**src/pfss_pkg.sv**
```systemverilog
// pfss_pkg: constants, register map and state type of the sequencer
// assumes a 10 MHz pclk; the sync module below is used by the sequencer
package pfss_pkg;
	// ==========================================
	// timing
	localparam int CLK_PERIOD_NS    = 100;
	localparam int BLANK_TIME_NS    = 250;
	localparam int BLANK_CYC        = (BLANK_TIME_NS + CLK_PERIOD_NS - 1) / CLK_PERIOD_NS;
	localparam int FAULT_TIME_MS    = 100;
	localparam int FAULT_CYC        = FAULT_TIME_MS * 1000000 / CLK_PERIOD_NS;
	localparam int SOFT_START_US    = 5000;
	localparam int SOFT_START_CYC   = SOFT_START_US * 1000 / CLK_PERIOD_NS;
	localparam int SWITCH_FREQ_KHZ  = 65;
	localparam int SWITCH_CYC       = 1000000 / (SWITCH_FREQ_KHZ * CLK_PERIOD_NS);
	localparam int SS_LEVEL_W       = 8;
	localparam int SS_STEPS         = 256;
	// ==========================================
	// register map
	localparam logic [7:0] ADDR_CTRL     = 8'h00;
	localparam logic [7:0] ADDR_STATUS   = 8'h04;
	localparam logic [7:0] ADDR_INT_STAT = 8'h08;
	localparam logic [7:0] ADDR_INT_MASK = 8'h0C;
	localparam int         CTRL_DRV_EN   = 0;
	localparam logic       CTRL_RESET    = 1'h1;
	localparam int         ST_STATE_LSB  = 0;
	localparam int         ST_SKIP       = 3;
	localparam int         ST_AUX        = 4;
	localparam int         ST_FLAG       = 5;
	localparam int         ST_STARTUP    = 6;
	localparam int         INT_W         = 4;
	localparam int         INT_FAULT     = 0;
	localparam int         INT_LATCH     = 1;
	localparam int         INT_AUX_ON    = 2;
	localparam int         INT_SKIP      = 3;
	localparam logic [3:0] INT_MASK_RST  = 4'h0;
	// ==========================================
	// sequencer states
	typedef enum logic [2:0] {
		PFSS_OFF,
		PFSS_SOFT,
		PFSS_RUN,
		PFSS_FAULT,
		PFSS_LATCH
	} pfss_state_t;
endpackage

```
**src/pfss_sync.sv**
```systemverilog
// pfss_sync: two-flop synchroniser for the comparator outputs
// assumes inputs change freely with respect to pclk
`timescale 1ns/1ps
module pfss_sync
	import pfss_pkg::*;
#(
	parameter int W = 6
)(
	input  wire logic         pclk,
	input  wire logic         presetn,
	input  wire logic         ce,
	input  wire logic [W-1:0] d,
	output logic      [W-1:0] q
);
	logic [W-1:0] meta;

	// ==========================================
	// two stages, first read only by the second
	always_ff @(posedge pclk or negedge presetn)
	begin
		if (!presetn)
		begin
			meta <= '0;
			q    <= '0;
		end
		else if (ce)
		begin
			meta <= d;    // [RULE17]
			q    <= meta; // [RULE17]
		end
	end
endmodule

```
**src/pfss_sequencer.sv**
```systemverilog
// pfss_sequencer: startup, soft-start, fault timer and drive sequencing
// assumes comparator levels arrive asynchronous and APB runs on pclk
//
// Overview of operation
// RULE1 - ignore current-sense trip for the blanking time after each pulse starts
// RULE2 - fault timer starts as soon as the clamp error flag is high
// RULE3 - flag still high at timer end: genuine fault, drive stops
// RULE4 - supply below low lockout threshold: latch-off, drive off, low power
// RULE5 - from latch-off, start threshold brings soft-start and normal startup
// RULE6 - flag dropping before timer end clears the timer, no fault
// RULE7 - timer end in skip mode opens the aux switch until restart completes
// RULE8 - lockout enters latch-off at once, no timer or flag needed
// RULE9 - drive stays off after power-up until start threshold is reached
// RULE10 - peak current at clamp level limits pulse and raises error flag
// RULE11 - startup: flag drops before timer end, timer clears, aux switch closes
// RULE12 - startup: flag still high at timer end, enter skip, switch open
// RULE13 - soft-start ramps the peak limit from zero to full over its period
// RULE14 - soft-start runs on every restart, not only the first
// RULE15 - system designer keeps skip burst duty below the stated fraction
// RULE16 - feedback above skip-exit level leaves skip, switch closes at once
// RULE17 - all comparator outputs are synchronised before use
`timescale 1ns/1ps
module pfss_sequencer
	import pfss_pkg::*;
#(
	parameter int FAULT_CYC_P = FAULT_CYC,
	parameter int SS_CYC_P    = SOFT_START_CYC
)(
	input  wire logic                  pclk,
	input  wire logic                  presetn,
	input  wire logic                  ce,
	input  wire logic                  psel,
	input  wire logic                  penable,
	input  wire logic                  pwrite,
	input  wire logic [7:0]            paddr,
	input  wire logic [31:0]           pwdata,
	output logic      [31:0]           prdata,
	output logic                       pready,
	output logic                       pslverr,
	input  wire logic                  cs_trip_in,
	input  wire logic                  clamp_flag_in,
	input  wire logic                  vcc_start_in,
	input  wire logic                  undervoltage_lockout_low,
	input  wire logic                  skip_cmp_in,
	input  wire logic                  skip_exit_in,
	output logic                       gate_drive_output,
	output logic                       aux_supply_switch,
	output logic [SS_LEVEL_W-1:0]      soft_start_level,
	output logic                       error_flag,
	output logic                       latch_off_lowpower,
	output logic                       irq
);
	localparam int SS_STEP = (SS_CYC_P / SS_STEPS > 0) ? SS_CYC_P / SS_STEPS : 1;

	function automatic logic is_active(input pfss_state_t s);
		return (s == PFSS_SOFT) || (s == PFSS_RUN);
	endfunction

	function automatic logic addr_ok(input logic [7:0] a);
		return (a == ADDR_CTRL) || (a == ADDR_STATUS) || (a == ADDR_INT_STAT) || (a == ADDR_INT_MASK);
	endfunction

	pfss_state_t      state;
	logic [5:0]       sync_q;
	logic             cs_s, clamp_s, start_s, uvlo_s, skip_s, exit_s;
	logic [19:0]      fault_cnt;
	logic [15:0]      ss_cnt;
	logic [7:0]       period_cnt;
	logic [1:0]       blank_cnt;
	logic             startup, clamp_seen, skip_mode;
	logic             ctrl_en;
	logic [INT_W-1:0] int_stat, int_mask, ev;
	logic             active, drive_en, expire, ev_restart, ev_latch, ev_close, ev_exit;
	logic             wr_en, period_end;

	// ==========================================
	// input synchronisers
	pfss_sync #(.W(6)) u_pfss_sync (
		.pclk    (pclk),
		.presetn (presetn),
		.ce      (ce),
		.d       ({cs_trip_in, clamp_flag_in, vcc_start_in, undervoltage_lockout_low, skip_cmp_in, skip_exit_in}),
		.q       (sync_q)
	);
	assign {cs_s, clamp_s, start_s, uvlo_s, skip_s, exit_s} = sync_q; // [RULE17]

	// ==========================================
	// sequencing events
	assign active     = is_active(state);
	assign drive_en   = active && ctrl_en;
	assign expire     = active && !uvlo_s && clamp_s && (fault_cnt == 20'(FAULT_CYC_P - 1)); // [RULE3]
	assign ev_restart = ((state == PFSS_OFF) || (state == PFSS_LATCH)) && start_s && !uvlo_s;
	assign ev_latch   = (state != PFSS_OFF) && (state != PFSS_LATCH) && uvlo_s; // [RULE8]
	assign ev_close   = active && !uvlo_s && startup && !clamp_s && (clamp_seen || state == PFSS_RUN);
	assign ev_exit    = active && !uvlo_s && skip_mode && exit_s && !expire;
	assign period_end = (period_cnt == 8'(SWITCH_CYC - 1));
	assign ev         = {expire && startup, ev_close || ev_exit, ev_latch, expire && !startup};

	// ==========================================
	// state machine
	always_ff @(posedge pclk or negedge presetn)
	begin
		if (!presetn)
			state <= PFSS_OFF;
		else if (ce)
		begin
			case (state)
				PFSS_OFF:
					if (ev_restart)
						state <= PFSS_SOFT; // [RULE9]
				PFSS_SOFT, PFSS_RUN:
					if (uvlo_s)
						state <= PFSS_LATCH; // [RULE4] [RULE8]
					else if (expire && !startup)
						state <= PFSS_FAULT; // [RULE3]
					else if (state == PFSS_SOFT && ss_cnt == 16'(SS_STEP - 1) && &soft_start_level)
						state <= PFSS_RUN;
				PFSS_FAULT:
					if (uvlo_s)
						state <= PFSS_LATCH; // [RULE4]
				PFSS_LATCH:
					if (ev_restart)
						state <= PFSS_SOFT; // [RULE5] [RULE14]
				default:
					state <= PFSS_OFF;
			endcase
		end
	end

	// ==========================================
	// fault timer
	always_ff @(posedge pclk or negedge presetn)
	begin
		if (!presetn)
			fault_cnt <= '0;
		else if (ce)
		begin
			if (!active || !clamp_s || expire)
				fault_cnt <= '0; // [RULE6] [RULE11]
			else
				fault_cnt <= fault_cnt + 20'h00001; // [RULE2]
		end
	end

	// ==========================================
	// startup phase, skip mode and aux switch
	always_ff @(posedge pclk or negedge presetn)
	begin
		if (!presetn)
		begin
			startup    <= 1'b0;
			clamp_seen <= 1'b0;
		end
		else if (ce)
		begin
			if (ev_restart)
			begin
				startup    <= 1'b1;
				clamp_seen <= 1'b0;
			end
			else
			begin
				if (ev_latch || ev_close || expire)
					startup <= 1'b0;
				if (active && clamp_s)
					clamp_seen <= 1'b1;
			end
		end
	end

	always_ff @(posedge pclk or negedge presetn)
	begin
		if (!presetn)
			skip_mode <= 1'b0;
		else if (ce)
		begin
			if (ev_restart || ev_latch || ev_exit)
				skip_mode <= 1'b0; // [RULE16]
			else if (expire)
				skip_mode <= startup; // [RULE12]
		end
	end

	always_ff @(posedge pclk or negedge presetn)
	begin
		if (!presetn)
			aux_supply_switch <= 1'b0;
		else if (ce)
		begin
			if (ev_restart || ev_latch || expire || !active)
				aux_supply_switch <= 1'b0; // [RULE7] [RULE12]
			else if (ev_close || ev_exit)
				aux_supply_switch <= 1'b1; // [RULE11] [RULE16]
		end
	end

	// ==========================================
	// soft-start ramp
	always_ff @(posedge pclk or negedge presetn)
	begin
		if (!presetn)
		begin
			ss_cnt           <= '0;
			soft_start_level <= '0;
		end
		else if (ce)
		begin
			if (ev_restart || !active)
			begin
				ss_cnt           <= '0;
				soft_start_level <= '0; // [RULE14]
			end
			else if (state == PFSS_SOFT)
			begin
				if (ss_cnt == 16'(SS_STEP - 1))
				begin
					ss_cnt <= '0;
					if (!(&soft_start_level))
						soft_start_level <= soft_start_level + 8'h01; // [RULE13]
				end
				else
					ss_cnt <= ss_cnt + 16'h0001;
			end
		end
	end

	// ==========================================
	// switching period, blanking and gate drive
	always_ff @(posedge pclk or negedge presetn)
	begin
		if (!presetn)
			period_cnt <= '0;
		else if (ce)
			period_cnt <= period_end ? 8'h00 : period_cnt + 8'h01;
	end

	always_ff @(posedge pclk or negedge presetn)
	begin
		if (!presetn)
		begin
			gate_drive_output <= 1'b0;
			blank_cnt         <= '0;
		end
		else if (ce)
		begin
			if (!drive_en || period_end)
				gate_drive_output <= 1'b0; // [RULE3] [RULE9]
			else if (period_cnt == 8'h00 && !skip_s)
			begin
				gate_drive_output <= 1'b1;
				blank_cnt         <= 2'(BLANK_CYC); // [RULE1]
			end
			else if (blank_cnt != 2'h0)
				blank_cnt <= blank_cnt - 2'h1; // [RULE1]
			else if (cs_s || clamp_s)
				gate_drive_output <= 1'b0; // [RULE10]
		end
	end

	always_ff @(posedge pclk or negedge presetn)
	begin
		if (!presetn)
		begin
			error_flag         <= 1'b0;
			latch_off_lowpower <= 1'b0;
		end
		else if (ce)
		begin
			error_flag         <= active && clamp_s; // [RULE10]
			latch_off_lowpower <= (state == PFSS_LATCH); // [RULE4]
		end
	end

	// ==========================================
	// APB slave, no wait states
	assign wr_en = psel && penable && pready && pwrite;

	always_ff @(posedge pclk or negedge presetn)
	begin
		if (!presetn)
		begin
			pready  <= 1'b0;
			pslverr <= 1'b0;
			prdata  <= '0;
		end
		else if (ce)
		begin
			pready  <= psel && !penable;
			pslverr <= psel && !penable && !addr_ok(paddr);
			prdata  <= '0;
			if (psel && !penable && !pwrite)
			begin
				case (paddr)
					ADDR_CTRL:     prdata[CTRL_DRV_EN] <= ctrl_en;
					ADDR_STATUS:
					begin
						prdata[ST_STATE_LSB +: 3] <= state;
						prdata[ST_SKIP]           <= skip_mode;
						prdata[ST_AUX]            <= aux_supply_switch;
						prdata[ST_FLAG]           <= error_flag;
						prdata[ST_STARTUP]        <= startup;
					end
					ADDR_INT_STAT: prdata[INT_W-1:0] <= int_stat;
					ADDR_INT_MASK: prdata[INT_W-1:0] <= int_mask;
					default:       prdata <= '0;
				endcase
			end
		end
	end

	always_ff @(posedge pclk or negedge presetn)
	begin
		if (!presetn)
		begin
			ctrl_en  <= CTRL_RESET;
			int_mask <= INT_MASK_RST;
		end
		else if (ce && wr_en)
		begin
			if (paddr == ADDR_CTRL)
				ctrl_en <= pwdata[CTRL_DRV_EN];
			if (paddr == ADDR_INT_MASK)
				int_mask <= pwdata[INT_W-1:0];
		end
	end

	// ==========================================
	// interrupts: set wins over write-one-to-clear
	always_ff @(posedge pclk or negedge presetn)
	begin
		if (!presetn)
		begin
			int_stat <= '0;
			irq      <= 1'b0;
		end
		else if (ce)
		begin
			int_stat <= (int_stat & ~((wr_en && paddr == ADDR_INT_STAT) ? pwdata[INT_W-1:0] : 4'h0)) | ev;
			irq      <= |(int_stat & int_mask);
		end
	end
endmodule

```
**config.mk**
```make
export PLATFORM = sky130hd
export DESIGN_NAME = pfss_sequencer
export DESIGN_NICKNAME = d
export VERILOG_FILES = /design/src/pfss_pkg.sv /design/src/pfss_sync.sv /design/src/pfss_sequencer.sv
export SDC_FILE = /design/constraint.sdc
export NUM_CORES = 1
export LEC_CHECK = 0
export BUFFER_PORTS_ARGS = -buffer_cell sky130_fd_sc_hd__buf_4
export CORE_MARGIN = 2
export CORE_UTILIZATION = 30
export DETAILED_ROUTE_END_ITERATION = 8
export GPL_TIMING_DRIVEN = 0
export PLACE_DENSITY_LB_ADDON = 0.12
export SETUP_SLACK_MARGIN = 0.2
export SLEW_MARGIN = 20
export SYNTH_ARGS = -nofsm -noshare
export SYNTH_HDL_FRONTEND = slang
export SYNTH_SLANG_ARGS = --single-unit
```
**constraint.sdc**
```tcl
create_clock -name pclk -period 6.1 [get_ports pclk]
set_clock_uncertainty 0.15 [all_clocks]
set_input_delay 1.22 -clock pclk [delete_from_list [all_inputs] [get_ports pclk]]
set_output_delay 1.22 -clock pclk [all_outputs]
set_load 0.005 [all_outputs]
```
==> out/metrics.cfg <==
[clocking]
clk_pin_slew_worst_paths_ns=0.07
post_cts_buffers=0
cts_resized=0
cts_root_buf=clkbuf_16
clock-sinks=95
cts_tree=yes
cts.path.max_buffers=2
ctsHtreeMaxLevel=3
cts_made_buffers=9
clock_latency_ns=0.35
cts_hold_buf=0

[global_route]
grt_first_pass_wirelength_um=20200
grt-ovfl-total=0
grt_pass1_vias=3897
grt_max_degree=96
antenna_found_initial=0
grt_util_all_layers=0.144

[timing]
period_needed_ns=2.93
tightest_slew_ns=1.03
final-setup-viol-count=0
setup_slack_ns=3.17
slew_headroom=0.307
maxSlewViolCount=0
finalHoldViolCount=0
fin_crit_sh=0.481
timing.fmax_mhz=341
grt_setup_unrepaired=no
finalSetupTns_ns=0

[floorplan]
start_util=0.304
io_pins=99
dieArea_mm2=0.0176
coreArea_mm2=0.0163
die_y_um=133
die_w_um=133
row_count=47

[synthesis]
syn_inst=511
yosysWarnings=0
synth_area_leaders=dfrtp_1 (47%), mux2_2 (4.5%), buf_4 (3.8%)
yosysMostFrequentCell=dfrtp_1
synth.avg_cell_area_um2=9.71
synth_ff_type=dfrtp_1
yosysTopAreaCell=dfrtp_1
syn_area_mm2=0.00496
yosysSeqAreaShare=0.479
synth_edf_count=0
synth_cell_types=57
synth-seq-cells=95
synthTopCellsByCount=dfrtp_1 (94), nand2_1 (45), nor2_1 (42)
yosysTopAreaCellShare=0.474
ys_async_sr_fraction=1.00

[drt]
vias_per_cell=4.81
ant_nets=0
drc=0
wl_per_cell_um=14.8
drt_wl_total_um=12000
drtPass1Iterations=4
num_vias=3919
drtIter0Drc=243

[outcome]
status=finished clean

[critical_path]
reg2reg_depth=7
r2r_end=fault_cnt[17]
cp-endpoint=int_stat[3]
startpoint=paddr[5]
reg2reg_from=state[0]
required_ns=6.18
critical_path_arrival_ns=3.01
rrSetupSlack_ns=3.54
crit_path_end_kind=flop
critPathMaxFanout=4
startpoint_type=primary input
criticalPathCategory=primary input to flop

[power]
p_leak_nw=2.66
vdd_drop_max_v=0.000156
cellPowerDensity_mw_per_mm2=282

[final_layout]
drive_gt1_frac=0.204
nets=648
final_area_mm2=0.00603
final-seq-area_mm2=0.00238
final_cells=814
nFillCells=1682
multi_input_area_mm2=0.00234
n_antenna_cell=0
area_delta_synth_final_pct=21.6

[place]
place_area_mm2=0.00565
gp_congestion=0.759
dp_hpwl_um=8530
place_ws_ns=2.81
dp_cells=798
io_buffer_count=43

[flow_run]
maxCapViolations=0

[hold_path]
min_path_type=flop to flop

==> final cells by class <==
cell class | instances | area share
inverter | 21 | 0.0131
sequential | 95 | 0.394
buffer | 44 | 0.0440
clock inverter | 5 | 0.0214
multi-input combinational | 375 | 0.387
tap | 220 | 0.0456
timing repair buffer | 43 | 0.0541
clock buffer | 11 | 0.0402
==> logic make-up after synthesis <==
family,count (synthesis),synth area share
xor+xnor,29,0.0512
buf+inv,65,0.0693
fa+ha+maj,7,0.0176
mux,25,0.0580
compound gates,88,0.112
simple gates,201,0.212
flops,95,0.479
other cells,1,0.000756
==> critical path: stages <==
cell and delay, ns:
buf_4 0.11, or4_4 0.53, or4_4 0.52, or3b_4 0.42, o21ai_1 0.14, o21ai_1 0.08
==> registers in the layout (all words and copies together) (netlist names), 2 cells and up <==
signal,count
int_stat,4
state,3
prdata,7
blank_cnt,2
period_cnt,8
ss_cnt,16
soft_start_level,8
int_mask,4
fault_cnt,20
u_pfss_sync.q,6
u_pfss_sync.meta,6
==> layer usage <==
layer	vias up	share of wire	track usage
met5	-	0	0
met4	0	0.011	0.0478
met3	10	0.040	0.0352
met2	67	0.47	0.226
met1	1915	0.48	0.194
li1	1927	-	-
==> report_power, final <==
part	internal (mW)	switching, mW	total, mW	leakage, nW
combinational	0.111	0.158	0.268	1.23
sequential	0.684	0.0489	0.733	1.25
clock	0.454	0.247	0.702	0.180
total	1.25	0.454	1.70	2.66
==> placed cells by master, fill, tap and decap left out, types with 9 or more instances in the layout <==
cell       instances
nor2_1            42
inv_1             21
nand3_1           28
nand2_1           45
xnor2_1           10
mux2_2            20
dfrtp_1           94
xor2_1            19
nand4_1           17
clkbuf_1          14
conb_1            25
buf_4             67
o21ai_0           24
clkbuf_16          9
a21oi_1           17
==> worst min path at each step <==
stage / depth (start not counted) / endpoint / from / slack (ns)
after floorplan: 1 / period_cnt[5] / period_cnt[5] / 0.31
after global placement: 1 / prdata[3] / prdata[3] / 0.33
after detailed placement: 1 / prdata[1] / prdata[1] / 0.33
after CTS: 1 / prdata[1] / prdata[1] / 0.34
after global routing: 1 / prdata[1] / prdata[1] / 0.38
final: 1 / prdata[1] / prdata[1] / 0.34
==> through the flow <==
| stage | util | hold WS (ns) | power (mW) |
|---|---|---|---|
| floorplan | - | 0.307 | 0.908 |
| global placement | 0.346 | 0.325 | 1.01 |
| detailed placement | 0.346 | 0.326 | 1.01 |
| CTS | 0.369 | 0.345 | 1.73 |
| global route | 0.369 | 0.375 | 1.79 |
| finish | 0.369 | 0.342 | 1.70 |
(Power assumes the default switching activity.)
